### src/include/ppsc_pkg.sv
// package: register map, field masks and carriers for the port pull and slew control block
`default_nettype none

package ppsc_pkg;

	// ==========================================================
	// register map
	localparam logic [7:0]  ADDR_PULL_ENABLE   = 8'h00;
	localparam logic [7:0]  ADDR_PULL_POLARITY = 8'h04;
	localparam logic [7:0]  ADDR_SLEW_ENABLE   = 8'h08;

	// ==========================================================
	// implemented bits and reset values
	localparam logic [7:0]  MASK_PULL_ENABLE   = 8'h3F;
	localparam logic [7:0]  MASK_PULL_POLARITY = 8'h37;
	localparam logic [7:0]  MASK_SLEW_ENABLE   = 8'h3B;
	localparam logic [7:0]  RESET_REG          = 8'h00;
	localparam logic [1:0]  HTRANS_NONSEQ      = 2'h2;
	localparam logic [31:0] ZERO_WORD          = 32'h0000_0000;

	// ==========================================================
	// carriers
	typedef struct packed {
		logic [7:0] pull_device_enable;
		logic [7:0] pull_polarity_select;
		logic [7:0] output_slew_limit_enable;
	} ppsc_regs_t;

	typedef struct packed {
		logic [7:0] pull_up_on;
		logic [7:0] pull_down_on;
		logic [7:0] slew_limit_on;
	} ppsc_pads_t;

endpackage

`default_nettype wire

### src/logic/ppsc_top.sv
// module: pin pull and slew control registers with AHB-Lite slave
`default_nettype none

module ppsc_top #(
	parameter int PINS = 6
) (
	input  wire logic              SYS_CLK,
	input  wire logic              RESETN,
	input  wire logic              HSEL,
	input  wire logic [7:0]        HADDR,
	input  wire logic [1:0]        HTRANS,
	input  wire logic              HWRITE,
	input  wire logic [2:0]        HSIZE,
	input  wire logic [31:0]       HWDATA,
	input  wire logic              HREADY,
	output logic      [31:0]       HRDATA,
	output logic                   HREADYOUT,
	output logic                   HRESP,
	input  wire logic [PINS-1:0]   PIN_DIRECTION,
	input  wire logic [PINS-1:0]   PERIPH_OUT_EN,
	input  wire logic [PINS-1:0]   ANALOG_OWNS,
	output logic      [PINS-1:0]   PULL_UP_EN,
	output logic      [PINS-1:0]   PULL_DOWN_EN,
	output logic      [PINS-1:0]   SLEW_LIMIT_EN
);

	// ==========================================================
	// bus slave; always zero wait states
	ppsc_pkg::ppsc_regs_t regs;
	ppsc_pkg::ppsc_regs_t next_regs;
	ppsc_pkg::ppsc_pads_t pads;
	ppsc_pkg::ppsc_pads_t next_pads;
	logic                 wr_pend;
	logic                 next_wr_pend;
	logic [7:0]           wr_addr;
	logic [7:0]           next_wr_addr;
	logic [31:0]          next_rdata;
	logic                 take;

	assign take      = HSEL && HREADY && HTRANS == ppsc_pkg::HTRANS_NONSEQ;
	assign HREADYOUT = 1'b1;
	assign HRESP     = 1'b0;

	always_comb begin
		next_regs    = regs;
		next_wr_pend = take && HWRITE;
		next_wr_addr = take ? HADDR : wr_addr;
		next_rdata   = ppsc_pkg::ZERO_WORD;
		// writes touch only these three registers, never data or direction
		if (wr_pend) begin
			case (wr_addr)
				ppsc_pkg::ADDR_PULL_ENABLE: begin
					next_regs.pull_device_enable = HWDATA[7:0] & ppsc_pkg::MASK_PULL_ENABLE;
				end
				ppsc_pkg::ADDR_PULL_POLARITY: begin
					next_regs.pull_polarity_select = HWDATA[7:0] & ppsc_pkg::MASK_PULL_POLARITY;
				end
				ppsc_pkg::ADDR_SLEW_ENABLE: begin
					next_regs.output_slew_limit_enable = HWDATA[7:0] & ppsc_pkg::MASK_SLEW_ENABLE;
				end
				default: begin
					next_regs = regs;
				end
			endcase
		end
		// read data launched at the address phase, valid in the data phase
		if (take && !HWRITE) begin
			case (HADDR)
				ppsc_pkg::ADDR_PULL_ENABLE:   next_rdata[7:0] = regs.pull_device_enable;
				ppsc_pkg::ADDR_PULL_POLARITY: next_rdata[7:0] = regs.pull_polarity_select;
				ppsc_pkg::ADDR_SLEW_ENABLE:   next_rdata[7:0] = regs.output_slew_limit_enable;
				default:                      next_rdata = ppsc_pkg::ZERO_WORD;
			endcase
		end
	end

	// no low-power input: state is simply kept while the clock is gated
	always_ff @(posedge SYS_CLK) begin
		if (!RESETN) begin
			regs    <= '{default: ppsc_pkg::RESET_REG};
			wr_pend <= 1'b0;
			wr_addr <= ppsc_pkg::RESET_REG;
			HRDATA  <= ppsc_pkg::ZERO_WORD;
		end else begin
			regs    <= next_regs;
			wr_pend <= next_wr_pend;
			wr_addr <= next_wr_addr;
			HRDATA  <= next_rdata;
		end
	end

	// ==========================================================
	// pad controls, one slice per pin
	// per-pin terms are nets, so that one process alone writes each register group
	wire logic [PINS-1:0] pin_drives;
	wire logic [PINS-1:0] pin_pull_on;
	wire logic [PINS-1:0] pin_up;
	wire logic [PINS-1:0] pin_down;
	wire logic [PINS-1:0] pin_slew;

	for (genvar i = 0; i < PINS; i++) begin : g_pin
		// a peripheral output counts as driving even with the direction bit clear
		assign pin_drives[i]  = PIN_DIRECTION[i] | PERIPH_OUT_EN[i];
		assign pin_pull_on[i] = regs.pull_device_enable[i] & ~pin_drives[i]
			& ~ANALOG_OWNS[i];
		// polarity alone never turns a device on
		assign pin_up[i]      = pin_pull_on[i] & ~regs.pull_polarity_select[i];
		assign pin_down[i]    = pin_pull_on[i] & regs.pull_polarity_select[i];
		// slew limit only reaches a driven pin; inputs see no effect
		assign pin_slew[i]    = regs.output_slew_limit_enable[i] & pin_drives[i];
	end

	// bits above the pin count stay at reset so the carrier never holds stray ones
	always_comb begin
		next_pads                         = '{default: ppsc_pkg::RESET_REG};
		next_pads.pull_up_on[PINS-1:0]    = pin_up;
		next_pads.pull_down_on[PINS-1:0]  = pin_down;
		next_pads.slew_limit_on[PINS-1:0] = pin_slew;
	end

	// one cycle of latency buys glitch-free pad controls
	always_ff @(posedge SYS_CLK) begin
		if (!RESETN) begin
			pads <= '{default: ppsc_pkg::RESET_REG};
		end else begin
			pads <= next_pads;
		end
	end

	assign PULL_UP_EN    = pads.pull_up_on[PINS-1:0];
	assign PULL_DOWN_EN  = pads.pull_down_on[PINS-1:0];
	assign SLEW_LIMIT_EN = pads.slew_limit_on[PINS-1:0];

	// ==========================================================
	// pad checks on fixed pins
	a_pull_off_output: assert property (
		@(posedge SYS_CLK) disable iff (!RESETN)
		(PIN_DIRECTION[0] || PERIPH_OUT_EN[0]) |=> !PULL_UP_EN[0] && !PULL_DOWN_EN[0])
		else $error("pull on while pin drives");

	a_pull_off_analog: assert property (
		@(posedge SYS_CLK) disable iff (!RESETN)
		ANALOG_OWNS[1] |=> !PULL_UP_EN[1] && !PULL_DOWN_EN[1])
		else $error("pull on under analog");

	a_pull_needs_enable: assert property (
		@(posedge SYS_CLK) disable iff (!RESETN)
		!regs.pull_device_enable[0] |=> !PULL_UP_EN[0] && !PULL_DOWN_EN[0])
		else $error("pull on without enable");

	a_pull_turns_on: assert property (
		@(posedge SYS_CLK) disable iff (!RESETN)
		regs.pull_device_enable[2] && !PIN_DIRECTION[2] && !PERIPH_OUT_EN[2]
		&& !ANALOG_OWNS[2] |=> PULL_UP_EN[2] != PULL_DOWN_EN[2])
		else $error("enabled pull not on");

	a_polarity_select: assert property (
		@(posedge SYS_CLK) disable iff (!RESETN)
		regs.pull_polarity_select[1] |=> !PULL_UP_EN[1])
		else $error("pullup with pulldown selected");

	a_slew_input: assert property (
		@(posedge SYS_CLK) disable iff (!RESETN)
		!PIN_DIRECTION[0] && !PERIPH_OUT_EN[0] |=> !SLEW_LIMIT_EN[0])
		else $error("slew on input pin");

	// ==========================================================
	// register checks
	a_slew_reserved: assert property (
		@(posedge SYS_CLK) disable iff (!RESETN)
		regs.output_slew_limit_enable[2] == 1'b0)
		else $error("reserved slew bit set");

	a_enable_reserved: assert property (
		@(posedge SYS_CLK) disable iff (!RESETN)
		(regs.pull_device_enable & ~ppsc_pkg::MASK_PULL_ENABLE) == ppsc_pkg::RESET_REG)
		else $error("reserved pull enable bit set");

	a_polarity_reserved: assert property (
		@(posedge SYS_CLK) disable iff (!RESETN)
		(regs.pull_polarity_select & ~ppsc_pkg::MASK_PULL_POLARITY) == ppsc_pkg::RESET_REG)
		else $error("reserved polarity bit set");

	// reset checks run through reset itself, so they carry no disable
	a_reset_clear: assert property (
		@(posedge SYS_CLK)
		!RESETN |=> regs.pull_device_enable == ppsc_pkg::RESET_REG)
		else $error("pull enable not cleared");

	a_reset_others: assert property (
		@(posedge SYS_CLK)
		!RESETN |=> regs.pull_polarity_select == ppsc_pkg::RESET_REG
		&& regs.output_slew_limit_enable == ppsc_pkg::RESET_REG)
		else $error("polarity or slew not cleared");

	a_reset_outputs: assert property (
		@(posedge SYS_CLK)
		!RESETN |=> {PULL_UP_EN, PULL_DOWN_EN, SLEW_LIMIT_EN} == '0
		&& HRDATA == ppsc_pkg::ZERO_WORD)
		else $error("outputs not cleared by reset");

	// a write is armed at the address phase and lands at the end of the data phase
	a_write_arms: assert property (
		@(posedge SYS_CLK) disable iff (!RESETN)
		take && HWRITE |=> wr_pend && wr_addr == $past(HADDR))
		else $error("write not armed");

	a_write_enable: assert property (
		@(posedge SYS_CLK) disable iff (!RESETN)
		wr_pend && wr_addr == ppsc_pkg::ADDR_PULL_ENABLE
		|=> regs.pull_device_enable == ($past(HWDATA[7:0]) & ppsc_pkg::MASK_PULL_ENABLE))
		else $error("pull enable write lost");

	a_write_polarity: assert property (
		@(posedge SYS_CLK) disable iff (!RESETN)
		wr_pend && wr_addr == ppsc_pkg::ADDR_PULL_POLARITY
		|=> regs.pull_polarity_select == ($past(HWDATA[7:0]) & ppsc_pkg::MASK_PULL_POLARITY))
		else $error("polarity write lost");

	a_write_stores: assert property (
		@(posedge SYS_CLK) disable iff (!RESETN)
		wr_pend && wr_addr == ppsc_pkg::ADDR_SLEW_ENABLE
		|=> regs.output_slew_limit_enable == ($past(HWDATA[7:0]) & ppsc_pkg::MASK_SLEW_ENABLE))
		else $error("slew write lost");

	a_write_unmapped: assert property (
		@(posedge SYS_CLK) disable iff (!RESETN)
		wr_pend && wr_addr != ppsc_pkg::ADDR_PULL_ENABLE
		&& wr_addr != ppsc_pkg::ADDR_PULL_POLARITY
		&& wr_addr != ppsc_pkg::ADDR_SLEW_ENABLE |=> $stable(regs))
		else $error("unmapped write changed a register");

	a_hold_idle: assert property (
		@(posedge SYS_CLK) disable iff (!RESETN)
		!wr_pend |=> $stable(regs))
		else $error("settings changed without write");

	// ==========================================================
	// read path checks
	a_read_upper_zero: assert property (
		@(posedge SYS_CLK) disable iff (!RESETN)
		HRDATA[31:8] == '0)
		else $error("upper read bits not zero");

	// the data bus is zeroed when no read is in flight, so stale values never linger
	a_read_idle_zero: assert property (
		@(posedge SYS_CLK) disable iff (!RESETN)
		!(take && !HWRITE) |=> HRDATA == ppsc_pkg::ZERO_WORD)
		else $error("read data without a read");

	a_read_enable: assert property (
		@(posedge SYS_CLK) disable iff (!RESETN)
		take && !HWRITE && HADDR == ppsc_pkg::ADDR_PULL_ENABLE
		|=> HRDATA[7:0] == $past(regs.pull_device_enable))
		else $error("pull enable read wrong");

	a_read_polarity: assert property (
		@(posedge SYS_CLK) disable iff (!RESETN)
		take && !HWRITE && HADDR == ppsc_pkg::ADDR_PULL_POLARITY
		|=> HRDATA[7:0] == $past(regs.pull_polarity_select))
		else $error("polarity read wrong");

	a_read_slew: assert property (
		@(posedge SYS_CLK) disable iff (!RESETN)
		take && !HWRITE && HADDR == ppsc_pkg::ADDR_SLEW_ENABLE
		|=> HRDATA[7:0] == $past(regs.output_slew_limit_enable))
		else $error("slew read wrong");

	a_read_unmapped: assert property (
		@(posedge SYS_CLK) disable iff (!RESETN)
		take && !HWRITE && HADDR != ppsc_pkg::ADDR_PULL_ENABLE
		&& HADDR != ppsc_pkg::ADDR_PULL_POLARITY
		&& HADDR != ppsc_pkg::ADDR_SLEW_ENABLE |=> HRDATA == ppsc_pkg::ZERO_WORD)
		else $error("unmapped read not zero");

	// ==========================================================
	// per-pin checks; every pin is watched on every path
	for (genvar k = 0; k < PINS; k++) begin : g_chk
		a_pin_drive_off: assert property (
			@(posedge SYS_CLK) disable iff (!RESETN)
			PIN_DIRECTION[k] || PERIPH_OUT_EN[k] |=> !PULL_UP_EN[k] && !PULL_DOWN_EN[k])
			else $error("pull on while pin drives");

		a_pin_analog_off: assert property (
			@(posedge SYS_CLK) disable iff (!RESETN)
			ANALOG_OWNS[k] |=> !PULL_UP_EN[k] && !PULL_DOWN_EN[k])
			else $error("pull on under analog");

		a_pin_no_enable: assert property (
			@(posedge SYS_CLK) disable iff (!RESETN)
			!regs.pull_device_enable[k] |=> !PULL_UP_EN[k] && !PULL_DOWN_EN[k])
			else $error("pull on without enable");

		a_pin_up_on: assert property (
			@(posedge SYS_CLK) disable iff (!RESETN)
			regs.pull_device_enable[k] && !regs.pull_polarity_select[k]
			&& !PIN_DIRECTION[k] && !PERIPH_OUT_EN[k] && !ANALOG_OWNS[k] |=> PULL_UP_EN[k])
			else $error("selected pullup not on");

		a_pin_down_on: assert property (
			@(posedge SYS_CLK) disable iff (!RESETN)
			regs.pull_device_enable[k] && regs.pull_polarity_select[k]
			&& !PIN_DIRECTION[k] && !PERIPH_OUT_EN[k] && !ANALOG_OWNS[k] |=> PULL_DOWN_EN[k])
			else $error("selected pulldown not on");

		a_pin_not_both: assert property (
			@(posedge SYS_CLK) disable iff (!RESETN)
			!(PULL_UP_EN[k] && PULL_DOWN_EN[k]))
			else $error("pullup and pulldown on together");

		a_pin_slew_out: assert property (
			@(posedge SYS_CLK) disable iff (!RESETN)
			regs.output_slew_limit_enable[k] && (PIN_DIRECTION[k] || PERIPH_OUT_EN[k])
			|=> SLEW_LIMIT_EN[k])
			else $error("slew limit not applied");

		a_pin_slew_in: assert property (
			@(posedge SYS_CLK) disable iff (!RESETN)
			!PIN_DIRECTION[k] && !PERIPH_OUT_EN[k] |=> !SLEW_LIMIT_EN[k])
			else $error("slew on input pin");
	end

endmodule

`default_nettype wire

### config.mk
export PLATFORM = sky130hd
export DESIGN_NAME = ppsc_top
export DESIGN_NICKNAME = d
export VERILOG_FILES = /design/src/include/ppsc_pkg.sv /design/src/logic/ppsc_top.sv
export SDC_FILE = /design/constraint.sdc
export NUM_CORES = 1
export LEC_CHECK = 0
export BUFFER_PORTS_ARGS = -buffer_cell sky130_fd_sc_hd__clkbuf_2
export CELL_PAD_IN_SITES_DETAIL_PLACEMENT = 0
export CELL_PAD_IN_SITES_GLOBAL_PLACEMENT = 2
export CORE_ASPECT_RATIO = 0.6
export CORE_MARGIN = 10
export CORE_UTILIZATION = 25
export CTS_CLUSTER_DIAMETER = 150
export CTS_CLUSTER_SIZE = 14
export DETAILED_ROUTE_END_ITERATION = 10
export PLACE_DENSITY = 0.81
export SETUP_SLACK_MARGIN = 0.2
export SLEW_MARGIN = 20
export SYNTH_ARGS = -nofsm -noshare
export SYNTH_HDL_FRONTEND = slang
export SYNTH_SLANG_ARGS = --single-unit
### constraint.sdc
create_clock -name SYS_CLK -period 2.4 [get_ports SYS_CLK]
set_input_delay 0.72 -clock SYS_CLK [delete_from_list [all_inputs] [get_ports SYS_CLK]]
set_output_delay 0.72 -clock SYS_CLK [all_outputs]
set_load 0.01 [all_outputs]
==> results of run 1 <==
## logic make-up (layout without fill, tap and decap cells)
family / Yosys count / after routing / synth area share, %
simple gates: 84 / 84 / 23.3
flops: 47 / 47 / 46.4
buf+inv: 40 / 71 / 14.3
mux: 22 / 22 / 10.9
compound gates: 12 / 12 / 4.69
other cells: 2 / 30 / 0.371
## worst reg2reg max path: stages, from the launching register on
cell and delay, ns:
dfxtp_1 0.34, nor4b_4 0.36, and3b_1 0.48, mux2i_1 0.23
## Yosys cell counts
| cell | n |
|---|---|
| and3_1 | 2 |
| nor2_1 | 12 |
| and4b_1 | 1 |
| nor2b_1 | 5 |
| clkbuf_1 | 1 |
| buf_4 | 32 |
| and3b_1 | 1 |
| conb_1 | 2 |
| buf_2 | 3 |
| nand4_4 | 1 |
| buf_1 | 1 |
| nor4_2 | 3 |
| nor4_1 | 6 |
| nor4b_4 | 1 |
| inv_1 | 1 |
| a21boi_0 | 8 |
| nor4_4 | 1 |
| mux2i_1 | 22 |
| a2bb2oi_1 | 4 |
| dfxtp_1 | 47 |
| nand3_2 | 1 |
| or4_1 | 1 |
| or3_1 | 1 |
| nor3_1 | 4 |
| and2_1 | 4 |
| nand4b_1 | 1 |
| nand2_1 | 39 |
| buf_6 | 2 |
## state kept, by name, summed over array words and instances (netlist names)
signal	cells
HRDATA	6
PULL_UP_EN	6
wr_pend	1
PULL_DOWN_EN	5
regs	16
SLEW_LIMIT_EN	5
wr_addr	8
## where the power goes
group | switching, mW | internal (mW) | leakage, nW
sequential | 0.00307 | 0.784 | 0.379
combinational | 0.0675 | 0.0407 | 0.641
clock | 0.284 | 0.385 | 0.0679
total | 0.355 | 1.21 | 1.09
## cell type report
cell class,instances,area (um2),area share (%)
Clock buffer,7,133,5.42
Clock inverter,1,5.00,0.205
Inverter,1,3.75,0.153
Multi-Input combinational cell,148,901,36.8
Sequential cell,47,941,38.5
Tap cell,108,135,5.52
Timing Repair Buffer,62,328,13.4
## routing by layer
metal  part of all wire (%)  vias to the layer above
met1                     47                      627
met4                   0.96                        0
met3                    8.9                        6
met5                      0                        -
met2                     44                       42
li1                       -                      747
## worst paths after layout
check	cells past startpoint	start	endpoint	slack (ns)
setup / recovery	5	RESETN	PULL_UP_EN[2]	0.88
setup reg to reg	3	wr_addr[4]	regs[17]	0.93
hold reg to reg	1	regs[13]	PULL_UP_EN[5]	0.46
hold / removal	1	regs[13]	PULL_UP_EN[5]	0.46
## cell usage in the layout (no fill, tap or decap), drive strengths merged, types with 2 or more instances in the layout
cell type  synthesis  final
and2               4      4
buf               38      2
nor4              10     10
a2bb2oi            4      4
conb               2     30
mux2i             22     22
dfxtp             47     47
a21boi             8      8
clkbuf             1     67
nand2             39     39
and3               2      2
nor3               4      4
nor2              12     12
nor2b              5      5
## per-stage QoR
stage | power [mW] | setup slack [ns] | hold slack [ns]
2_1_floorplan | 0.900 | 0.853 | 0.426
3_3_place_gp | 0.911 | 0.615 | 0.450
3_5_place_dp | 0.911 | 0.595 | 0.455
4_1_cts | 1.59 | 0.894 | 0.469
5_1_grt | 1.63 | 0.797 | 0.482
6_report | 1.56 | 0.882 | 0.462
==> reports/results.txt, run 1 <==
Gr usage total: 8.26%
Met1 usage: 9.73%
Register area share after synthesis: 46.4%
Maximum vdd drop: 0.220 mV
Yosys warnings: 0
Diodes inserted: 0
I/O pin count: 120
Cells after Synth: 207
Max Fanout on Critical Path: 20
CP Capture Type: flip-flop
Clock Pin Slew Worst Setup and Hold Paths: 0.06 ns
Met2 Use GR: 12.5%
Layout Cells excl Fill: 374
Fin. Hold Viols: 0
Fmax: 659 MHz
Placed Area: 2310 um2
Total number of vias: 1422
Pin count of the biggest net entering global routing: 21
Die area: 12200 um2
Fill cells: 852
#FFs+latches synth: 47
Post_cts resized: 0
Clock tree root driver cell: clkbuf_16
Via/cell ratio: 3.80
Max cap viols: 0
Max Slew Vio Count: 0
Worst EP arrival: 1.74 ns
CP cell instances: clkbuf_2, buf_12, nand2_1, nor4_1, nor2b_1
Clk sinks: 47
Slowest-stage cell, CP: clkbuf_2
Setup-failing EPs final: 0
GRT Max-Usage Layer: met2
Routed WL: 5080 um
Drt wl/cell: 13.6 um
Slowest stage delay, CP: 0.29 ns
Power Dens Cells: 640 nW/um2
Hold buffers post-CTS: 0
First-pass GRT wire length: 7950 um
Post-CTS Setup Bufs: 0
Die W: 136 um
Antenna-violating nets left: 0
Worst Hold Class: reg -> reg
Post-route clock skew: 0.00329 ns
Tmin final: 1.52 ns
Met3 Use GR: 4.39%
Lkg Pwr: 1.09 nW
RSZ-0062 raised after global routing: no
Latest clock arrival within the worst-skew pair: 0.29 ns
Synth top area share: 46.4%
Row count: 25
Drc violations: 0
Top cells by area, synth: dfxtp_1 46%, buf_4 12%, mux2i_1 11%
Status: finished, final reports clean
CTS tree: built
Syn-to-layout area delta: 20.8%
Placed Cells: 366
Crit Path Category: in -> reg
Inserted Clock Buffers: 5
Largest area contributor in the netlist: dfxtp_1
CP delay by family, top: simple AND/OR/NAND/NOR gates
Clock buffer depth: 2
H-Tree Depth: 2
Final core occ: 31.0%
Detailed Routing Iterations Pass 1: 4
CP startpoint kind: input port
Layout cells sized above 1: 28.2%
Starting Density: 25.7%
Number of global-route vias before repair: 1547
Period Utilization, post-route: 63.3%
Synth unique cells: 28
Initial antenna violation count: 0
Mapped cell area: 2030 um2
Die Ht: 89.7 um
Core area: 7880 um2
Finished Cell Area: 2450 um2
CP required: 2.63 ns
DP HPWL: 4130 um
TNS Setup: 0 ns
Initial DRC Count: 54
Fin nets: 333
Mean Syn Cell Area: 9.79 um2
GPL Wtd Cong: 0.733
Global route total overflow: 0
# port buffers: 60
Buf/Inv on CP: 2
Note: power is estimated with default switching activity, not from simulation.
==> run 2, diff against run 1 <==
--- a/config.mk
+++ b/config.mk
@@ -5,16 +5,17 @@
 export SDC_FILE = /design/constraint.sdc
 export NUM_CORES = 1
 export LEC_CHECK = 0
+export ABC_AREA = 1
 export BUFFER_PORTS_ARGS = -buffer_cell sky130_fd_sc_hd__clkbuf_2
 export CELL_PAD_IN_SITES_DETAIL_PLACEMENT = 0
 export CELL_PAD_IN_SITES_GLOBAL_PLACEMENT = 2
 export CORE_ASPECT_RATIO = 0.6
 export CORE_MARGIN = 10
-export CORE_UTILIZATION = 25
+export CORE_UTILIZATION = 22
 export CTS_CLUSTER_DIAMETER = 150
 export CTS_CLUSTER_SIZE = 14
 export DETAILED_ROUTE_END_ITERATION = 10
-export PLACE_DENSITY = 0.81
+export PLACE_DENSITY = 0.76
 export SETUP_SLACK_MARGIN = 0.2
 export SLEW_MARGIN = 20
 export SYNTH_ARGS = -nofsm -noshare
==> constraint.sdc (replaced) <==
create_clock -name SYS_CLK -period 1.4 [get_ports SYS_CLK]
set_input_delay 0.42 -clock SYS_CLK [delete_from_list [all_inputs] [get_ports SYS_CLK]]
set_output_delay 0.42 -clock SYS_CLK [all_outputs]
set_load 0.01 [all_outputs]
==> run 2 against run 1 <==
Effect of this change:
- global-route usage increased by 0.29 points
- sequential share of layout area decreased by 3.2 points
- via count increased by 29%
- clock power increased by 69%
==> reports/results.txt, run 2 <==
Worst Hold Class: in -> reg (was reg -> reg)
Crit Path Category: reg -> out (was in -> reg)
Lkg Pwr: 1.23 nW (was 1.09 nW)
Max Slew Vio Count: 0 (unchanged)
CP cell instances: clkbuf_2 (was clkbuf_2, buf_12, nand2_1, nor4_1, nor2b_1)
P_sw: 656 uW (was 355 uW)
Period Utilization, post-route: 82.5%
Inserted Clock Buffers: 5 (unchanged)
# port buffers: 60 (unchanged)
Hold wc startpoint: ANALOG_OWNS[3] (was regs[13])
Register area share after synthesis: 44.0% (was 46.4%)
Power Dens Cells: 1040 nW/um2 (was 640 nW/um2)
Diodes inserted: 0 (unchanged)
CP Capture Type: primary output (was flip-flop)
Layout cells sized above 1: 28.1% (was 28.2%)
Pin count of the biggest net entering global routing: 28 (was 21)
I/O pin count: 120 (unchanged)
Initial DRC Count: 58 (was 54)
Clock Pin Slew Worst Setup and Hold Paths: 0.06 ns (about the same)
Critical Path Start: HRDATA[2] (was RESETN)
Final core occ: 28.6% (was 31.0%)
Top reg by flops: regs (unchanged)
Placed Area: 2510 um2 (was 2310 um2)
Post-route clock skew: 0.00315 ns (was 0.00329 ns)
Hold buffers post-CTS: 0 (unchanged)
Synth top area share: 44.0% (was 46.4%)
Core area: 9320 um2 (was 7880 um2)
Total power: 2.77 mW (was 1.56 mW)
Die area: 14200 um2 (was 12200 um2)
Post-synth top cells: 50 x nor2_1, 47 x dfxtp_1, 37 x nand2_1, 30 x buf_4, 18 x nand3_1 (was 47 x dfxtp_1, 39 x nand2_1, 32 x buf_4, 22 x mux2i_1, 12 x nor2_1)
Largest area contributor in the netlist: dfxtp_1 (unchanged)
Slowest-stage cell, CP: dfxtp_1 (was clkbuf_2)
Clock tree root driver cell: clkbuf_16 (unchanged)
GRT Max-Usage Layer: met2 (unchanged)
Total number of vias: 1841 (was 1422)
Net Sw Frac: 23.7% (was 22.7%)
CP delay by family, top: flip-flops (was simple AND/OR/NAND/NOR gates)
Number of global-route vias before repair: 1869 (was 1547)
Fill cells: 1058 (was 852)
Commonest non-fill, non-tap cells in the layout: 60 x clkbuf_2, 50 x nor2_1, 46 x dfxtp_1 (was 60 x clkbuf_2, 47 x dfxtp_1, 39 x nand2_1)
Met3 Use GR: 3.34% (was 4.39%)
Fmax: 866 MHz
Drc violations: 0 (unchanged)
R2R setup slack: 0.25 ns (was 0.93 ns)
Top-count cell post-synth: nor2_1 (was dfxtp_1)
Asr flop ratio synth: 0% (unchanged)
CP startpoint kind: flip-flop (was input port)
Tmin final: 1.16 ns
Status: finished, final reports clean (unchanged)
Top Registers: regs: 16 flops, wr_addr: 8 flops (unchanged)
Combinational share of power: 10.4% (was 6.9%)
Multi-input gate area: 941 um2 (was 901 um2)
#FFs+latches synth: 47 (unchanged)
Register Area: 942 um2 (was 941 um2)
Syn-to-layout area delta: 24.7% (was 20.8%)
First-pass GRT wire length: 9740 um (was 7950 um)
Hold slack: 0.294 ns (was 0.462 ns)
Clk sinks: 47 (unchanged)
Clock buffer depth: 2 (unchanged)
Met1 usage: 11.4% (was 9.73%)
Pre-CTS WS: 0.0527 ns (was 0.595 ns)
Die Ht: 96.4 um (was 89.7 um)
DP HPWL: 5000 um (was 4130 um)
Placed Cells: 472 (was 366)
Starting Density: 22.9% (was 25.7%)
Max Fanout on Critical Path: 1 (was 20)
Synth Flop Type: dfxtp_1 (unchanged)
Global route total overflow: 0 (unchanged)
Worst EP arrival: 0.74 ns (was 1.74 ns)
Maximum vdd drop: 0.440 mV (was 0.220 mV)
Routed WL: 6130 um (was 5080 um)
H-Tree Depth: 2 (unchanged)
Max cap viols: 0 (unchanged)
Max FFs per register: 16 (unchanged)
Buf/Inv on CP: 1 (was 2)
Row count: 27 (was 25)
TNS Setup: 0 ns (unchanged)
Sequential power share: 48.9% (was 50.3%)
Drt wl/cell: 12.7 um (was 13.6 um)
GPL Wtd Cong: 0.773 (was 0.733)
Slowest stage delay, CP: 0.32 ns (was 0.29 ns)
CTS tree: built (unchanged)
Reg-to-reg critical path startpoint: wr_addr[7] (was wr_addr[4])
Die W: 147 um (was 136 um)
Yosys warnings: 0 (unchanged)
Detailed Routing Iterations Pass 1: 4 (unchanged)
Initial antenna violation count: 0 (unchanged)
Final worst slack: 0.245 ns (was 0.882 ns)
Fin nets: 419 (was 333)
Met2 Use GR: 12.9% (was 12.5%)
Clock network power share: 40.7% (was 42.8%)
Via/cell ratio: 3.82 (was 3.80)
Setup-failing EPs final: 0 (unchanged)
Synth unique cells: 25 (was 28)
Cells after Synth: 283 (was 207)
P_int: 2.12 mW (was 1.21 mW)
Layout Cells excl Fill: 482 (was 374)
Gr usage total: 8.56% (was 8.26%)
Mapped cell area: 2140 um2 (was 2030 um2)
Mean Syn Cell Area: 7.56 um2 (was 9.79 um2)
Antenna-violating nets left: 0 (unchanged)
Finished Cell Area: 2670 um2 (was 2450 um2)
Top cells by area, synth: dfxtp_1 44%, buf_4 11%, nor2_1 8.8% (was dfxtp_1 46%, buf_4 12%, mux2i_1 11%)
RSZ-0062 raised after global routing: yes (was no)
CP required: 0.98 ns (was 2.63 ns)
Latest clock arrival within the worst-skew pair: 0.28 ns (was 0.29 ns)
Fin. Hold Viols: 0 (unchanged)
Post-synth EDFFs: 0 (unchanged)
Leading cell type in the layout, fill and taps excluded: clkbuf_2 (unchanged)
==> run 2: cell types whose count changed after synthesis, sizes merged, moves of 11 or more <==
cell   previous run  this run
nor3              4        15
inv               1        25
a21oi             0        17
o21ai             0        13
nand3             1        21
nor2             12        58
mux2i            22         0
==> run 2: final cells by class <==
type | instances | share of cell area (%)
clock buffer | 7 | 4.97
clock inverter | 1 | 0.188
multi-input combinational | 201 | 35.3
sequential | 47 | 35.3
timing repair buffer | 70 | 14.5
tap | 130 | 6.09
inverter | 26 | 3.66
==> run 2: cell families after synthesis <==
logic type	count (synthesis)	share of synthesized area [%]
and+or+nand+nor	141	31.5
buffers and inverters	63	17.2
DFF	47	44.0
AOI/OAI and AO/OA	30	7.02
other	2	0.351
==> run 2: path summary, 6_finish.rpt <==
path | to | cells after the start
worst min register to register | SLEW_LIMIT_EN[3] | 2
worst max-delay path | HRDATA[2] | 1
worst max register to register | regs[18] | 7
worst min-delay path | PULL_UP_EN[3] | 2
==> run 2: repair_timing <==
item,4_1_cts,5_1_grt
buffers inserted,1,1
resized for setup,0,2
setup endpoints to repair,1,16
pin swaps,1,3
endpoints found under the hold margin,0,0
==> run 2: power groups by stage <==
stage	registers [mW]	logic (mW)	clock network (mW)
global route	1.36	0.324	1.21
finish	1.36	0.287	1.13
global placement	1.39	0.272	0
CTS	1.36	0.279	1.16
floorplan	1.38	0.234	0
detailed placement	1.39	0.274	0
==> run 2: layer usage <==
metal	part of all wire [%]	routed length, um	up-vias
li1	-	-	977
met1	51	3140	819
met2	42	2600	41
met3	5.9	361	4
met4	0.38	23	0
met5	0	0	-
==> run 3, diff against run 2 <==
--- a/config.mk
+++ b/config.mk
@@ -5,17 +5,17 @@
 export SDC_FILE = /design/constraint.sdc
 export NUM_CORES = 1
 export LEC_CHECK = 0
-export ABC_AREA = 1
+export ABC_AREA = 0
 export BUFFER_PORTS_ARGS = -buffer_cell sky130_fd_sc_hd__clkbuf_2
 export CELL_PAD_IN_SITES_DETAIL_PLACEMENT = 0
 export CELL_PAD_IN_SITES_GLOBAL_PLACEMENT = 2
 export CORE_ASPECT_RATIO = 0.6
 export CORE_MARGIN = 10
-export CORE_UTILIZATION = 22
+export CORE_UTILIZATION = 21
 export CTS_CLUSTER_DIAMETER = 150
 export CTS_CLUSTER_SIZE = 14
 export DETAILED_ROUTE_END_ITERATION = 10
-export PLACE_DENSITY = 0.76
+export PLACE_DENSITY = 0.72
 export SETUP_SLACK_MARGIN = 0.2
 export SLEW_MARGIN = 20
 export SYNTH_ARGS = -nofsm -noshare
==> constraint.sdc (replaced) <==
create_clock -name SYS_CLK -period 0.9 [get_ports SYS_CLK]
set_input_delay 0.27 -clock SYS_CLK [delete_from_list [all_inputs] [get_ports SYS_CLK]]
set_output_delay 0.27 -clock SYS_CLK [all_outputs]
set_load 0.01 [all_outputs]
==> run 3 against run 2 <==
Effect of this change:
- the run now ends with negative setup slack left
- register-to-register slack worse by 0.64 ns
- wire length down 6.6%
- design area up 16%
- sequential share of layout area down 3.8 points
- non-clock buffer count up 22
- global-route usage down 0.46 points
- clock-buffer cell count unchanged
- setup slack worse by 0.64 ns
- clock power up 59%
- clock skew up 0.0040 ns
- critical path depth up 3
- highest routed layer unchanged
==> reports/results.txt, run 3 (synthesis gave the netlist of run 1 again) <==
Initial antenna violation count: 0 (unchanged)
Clock Pin Slew Worst Setup and Hold Paths: 0.06 ns (about the same)
First-pass GRT wire length: 8830 um (was 9740 um)
Reg2Reg Depth: 4 (was 7)
Latest clock arrival within the worst-skew pair: 0.29 ns (was 0.28 ns)
Hold wc startpoint: ANALOG_OWNS[3] (unchanged)
TNS Setup: -7.67 ns (was 0 ns)
# port buffers: 60 (unchanged)
CP startpoint kind: flip-flop (unchanged)
GPL Wtd Cong: 0.736 (was 0.773)
Worst EP arrival: 1.50 ns (was 0.74 ns)
Initial DRC Count: 62 (was 58)
H-Tree Depth: 2 (unchanged)
Gr usage total: 8.10% (was 8.56%)
Row count: 27 (unchanged)
Max FFs per register: 16 (unchanged)
Fill cells: 997 (was 1058)
Die Ht: 96.1 um (was 96.4 um)
RR Endpoint: regs[19] (was regs[18])
Die W: 147 um (about the same)
Post-route clock skew: 0.00714 ns (was 0.00315 ns)
Max Slew Vio Count: 0 (unchanged)
Maximum vdd drop: 0.662 mV (was 0.440 mV)
Period Utilization, post-route: 143%
Clock buffer depth: 2 (unchanged)
Via/cell ratio: 3.77 (was 3.82)
Detailed Routing Iterations Pass 1: 4 (unchanged)
R2R setup slack: -0.39 ns (was 0.25 ns)
CP Capture Type: flip-flop (was primary output)
RSZ-0062 raised after global routing: yes (unchanged)
Commonest non-fill, non-tap cells in the layout: 37 x clkbuf_2, 30 x conb_1, 25 x buf_6 (was 60 x clkbuf_2, 50 x nor2_1, 46 x dfxtp_1)
Worst setup endpoint: regs[19] (was HRDATA[2])
Inserted Clock Buffers: 5 (unchanged)
Power Dens Cells: 1390 nW/um2 (was 1040 nW/um2)
Top reg by flops: regs (unchanged)
I/O pin count: 120 (unchanged)
Pin count of the biggest net entering global routing: 14 (was 28)
Lkg Pwr: 1.39 nW (was 1.23 nW)
Reg-to-reg critical path startpoint: wr_addr[4] (was wr_addr[7])
Final worst slack: -0.391 ns (was 0.245 ns)
Fin. Hold Viols: 0 (unchanged)
Top Registers: regs: 16 flops, wr_addr: 8 flops (unchanged)
Die area: 14100 um2 (was 14200 um2)
Drt wl/cell: 13.4 um (was 12.7 um)
CP required: 1.11 ns (was 0.98 ns)
Core area: 9290 um2 (was 9320 um2)
Layout cells sized above 1: 56.4% (was 28.1%)
Fin nets: 363 (was 419)
Total number of vias: 1604 (was 1841)
Finished Cell Area: 3100 um2 (was 2670 um2)
Crit Path Category: reg -> reg (was reg -> out)
Diodes inserted: 0 (unchanged)
DP HPWL: 4660 um (was 5000 um)
Status: finished with violations (was finished, final reports clean)
Syn-to-layout area delta: 52.9% (was 24.7%)
Starting Density: 21.8% (was 22.9%)
Drc violations: 0 (unchanged)
Hold buffers post-CTS: 0 (unchanged)
Leading cell type in the layout, fill and taps excluded: clkbuf_2 (unchanged)
Clock tree root driver cell: clkbuf_16 (unchanged)
Setup-failing EPs final: 42 (was 0)
Failing checks: negative setup slack
Number of global-route vias before repair: 1731 (was 1869)
Clk sinks: 47 (unchanged)
Tmin final: 1.29 ns
Worst Hold Class: in -> reg (unchanged)
CTS tree: built (unchanged)
Max Fanout on Critical Path: 3 (was 1)
Max cap viols: 0 (unchanged)
Critical Path Start: wr_addr[4] (was HRDATA[2])
Fmax: 775 MHz
Global route total overflow: 0 (unchanged)
Routed WL: 5720 um (was 6130 um)
Placed Area: 2630 um2 (was 2510 um2)
Antenna-violating nets left: 0 (unchanged)
-- run 3: power breakdown --
group | switching, mW | internal (mW)
Clock | 0.768 | 1.03
Sequential | 0.0105 | 2.09
Combinational | 0.232 | 0.173
-- run 3: worst min-delay path by stage --
| stage | depth (start not counted) | slack, ns | end |
|---|---|---|---|
| 2_1_floorplan | 1 | 0.35 | PULL_UP_EN[3] |
| 3_3_place_gp | 2 | 0.43 | PULL_UP_EN[3] |
| 3_5_place_dp | 2 | 0.44 | PULL_UP_EN[3] |
| 4_1_cts | 2 | 0.13 | PULL_UP_EN[3] |
| 5_1_grt | 2 | 0.14 | PULL_UP_EN[3] |
| 6_report | 2 | 0.15 | PULL_UP_EN[3] |
-- run 3: metrics by stage --
step	setup WS (ns)	total power [mW]	utilization, %	hold WS, ns	cells
6_report	-0.391	4.30	33.3	0.149	426
3_5_place_dp	-0.394	2.49	28.3	0.439	414
3_3_place_gp	-0.418	2.50	28.3	0.434	414
5_1_grt	-0.486	4.47	33.3	0.138	426
2_1_floorplan	-0.257	2.43	-	0.346	235
4_1_cts	-0.399	4.35	31.3	0.130	423
-- run 3: worst max-delay path: stages (launching register included) --
cell     delay, ns
dfxtp_2       0.34
nor4b_4       0.32
and3b_2       0.26
buf_6         0.12
mux2i_1       0.17
-- run 3: area by class of cell --
type | count | area (um2) | share of cell area, %
clock buffers | 7 | 133 | 4.28
inverters | 1 | 3.75 | 0.121
multi-input cells | 148 | 1120 | 36.0
repair buffers | 92 | 702 | 22.7
well taps | 130 | 163 | 5.25
flip-flops and latches | 47 | 975 | 31.5
clock inverters | 1 | 5.00 | 0.162
-- run 3: what timing repair did --
action | 4_1_cts | 5_1_grt
buffers inserted | 1 | 3
pin swaps | 13 | 4
setup endpoints to repair | 64 | 65
gates resized for setup | 41 | 63
-- run 3: routing by layer --
layer	GRT usage, %	up-vias	wire, um	share of wire [%]
met5	0	-	0	0
met4	2.99	0	69	1.2
met3	4.12	8	480	8.4
met2	12.2	46	2500	44
met1	9.78	734	2670	47
li1	-	816	-	-
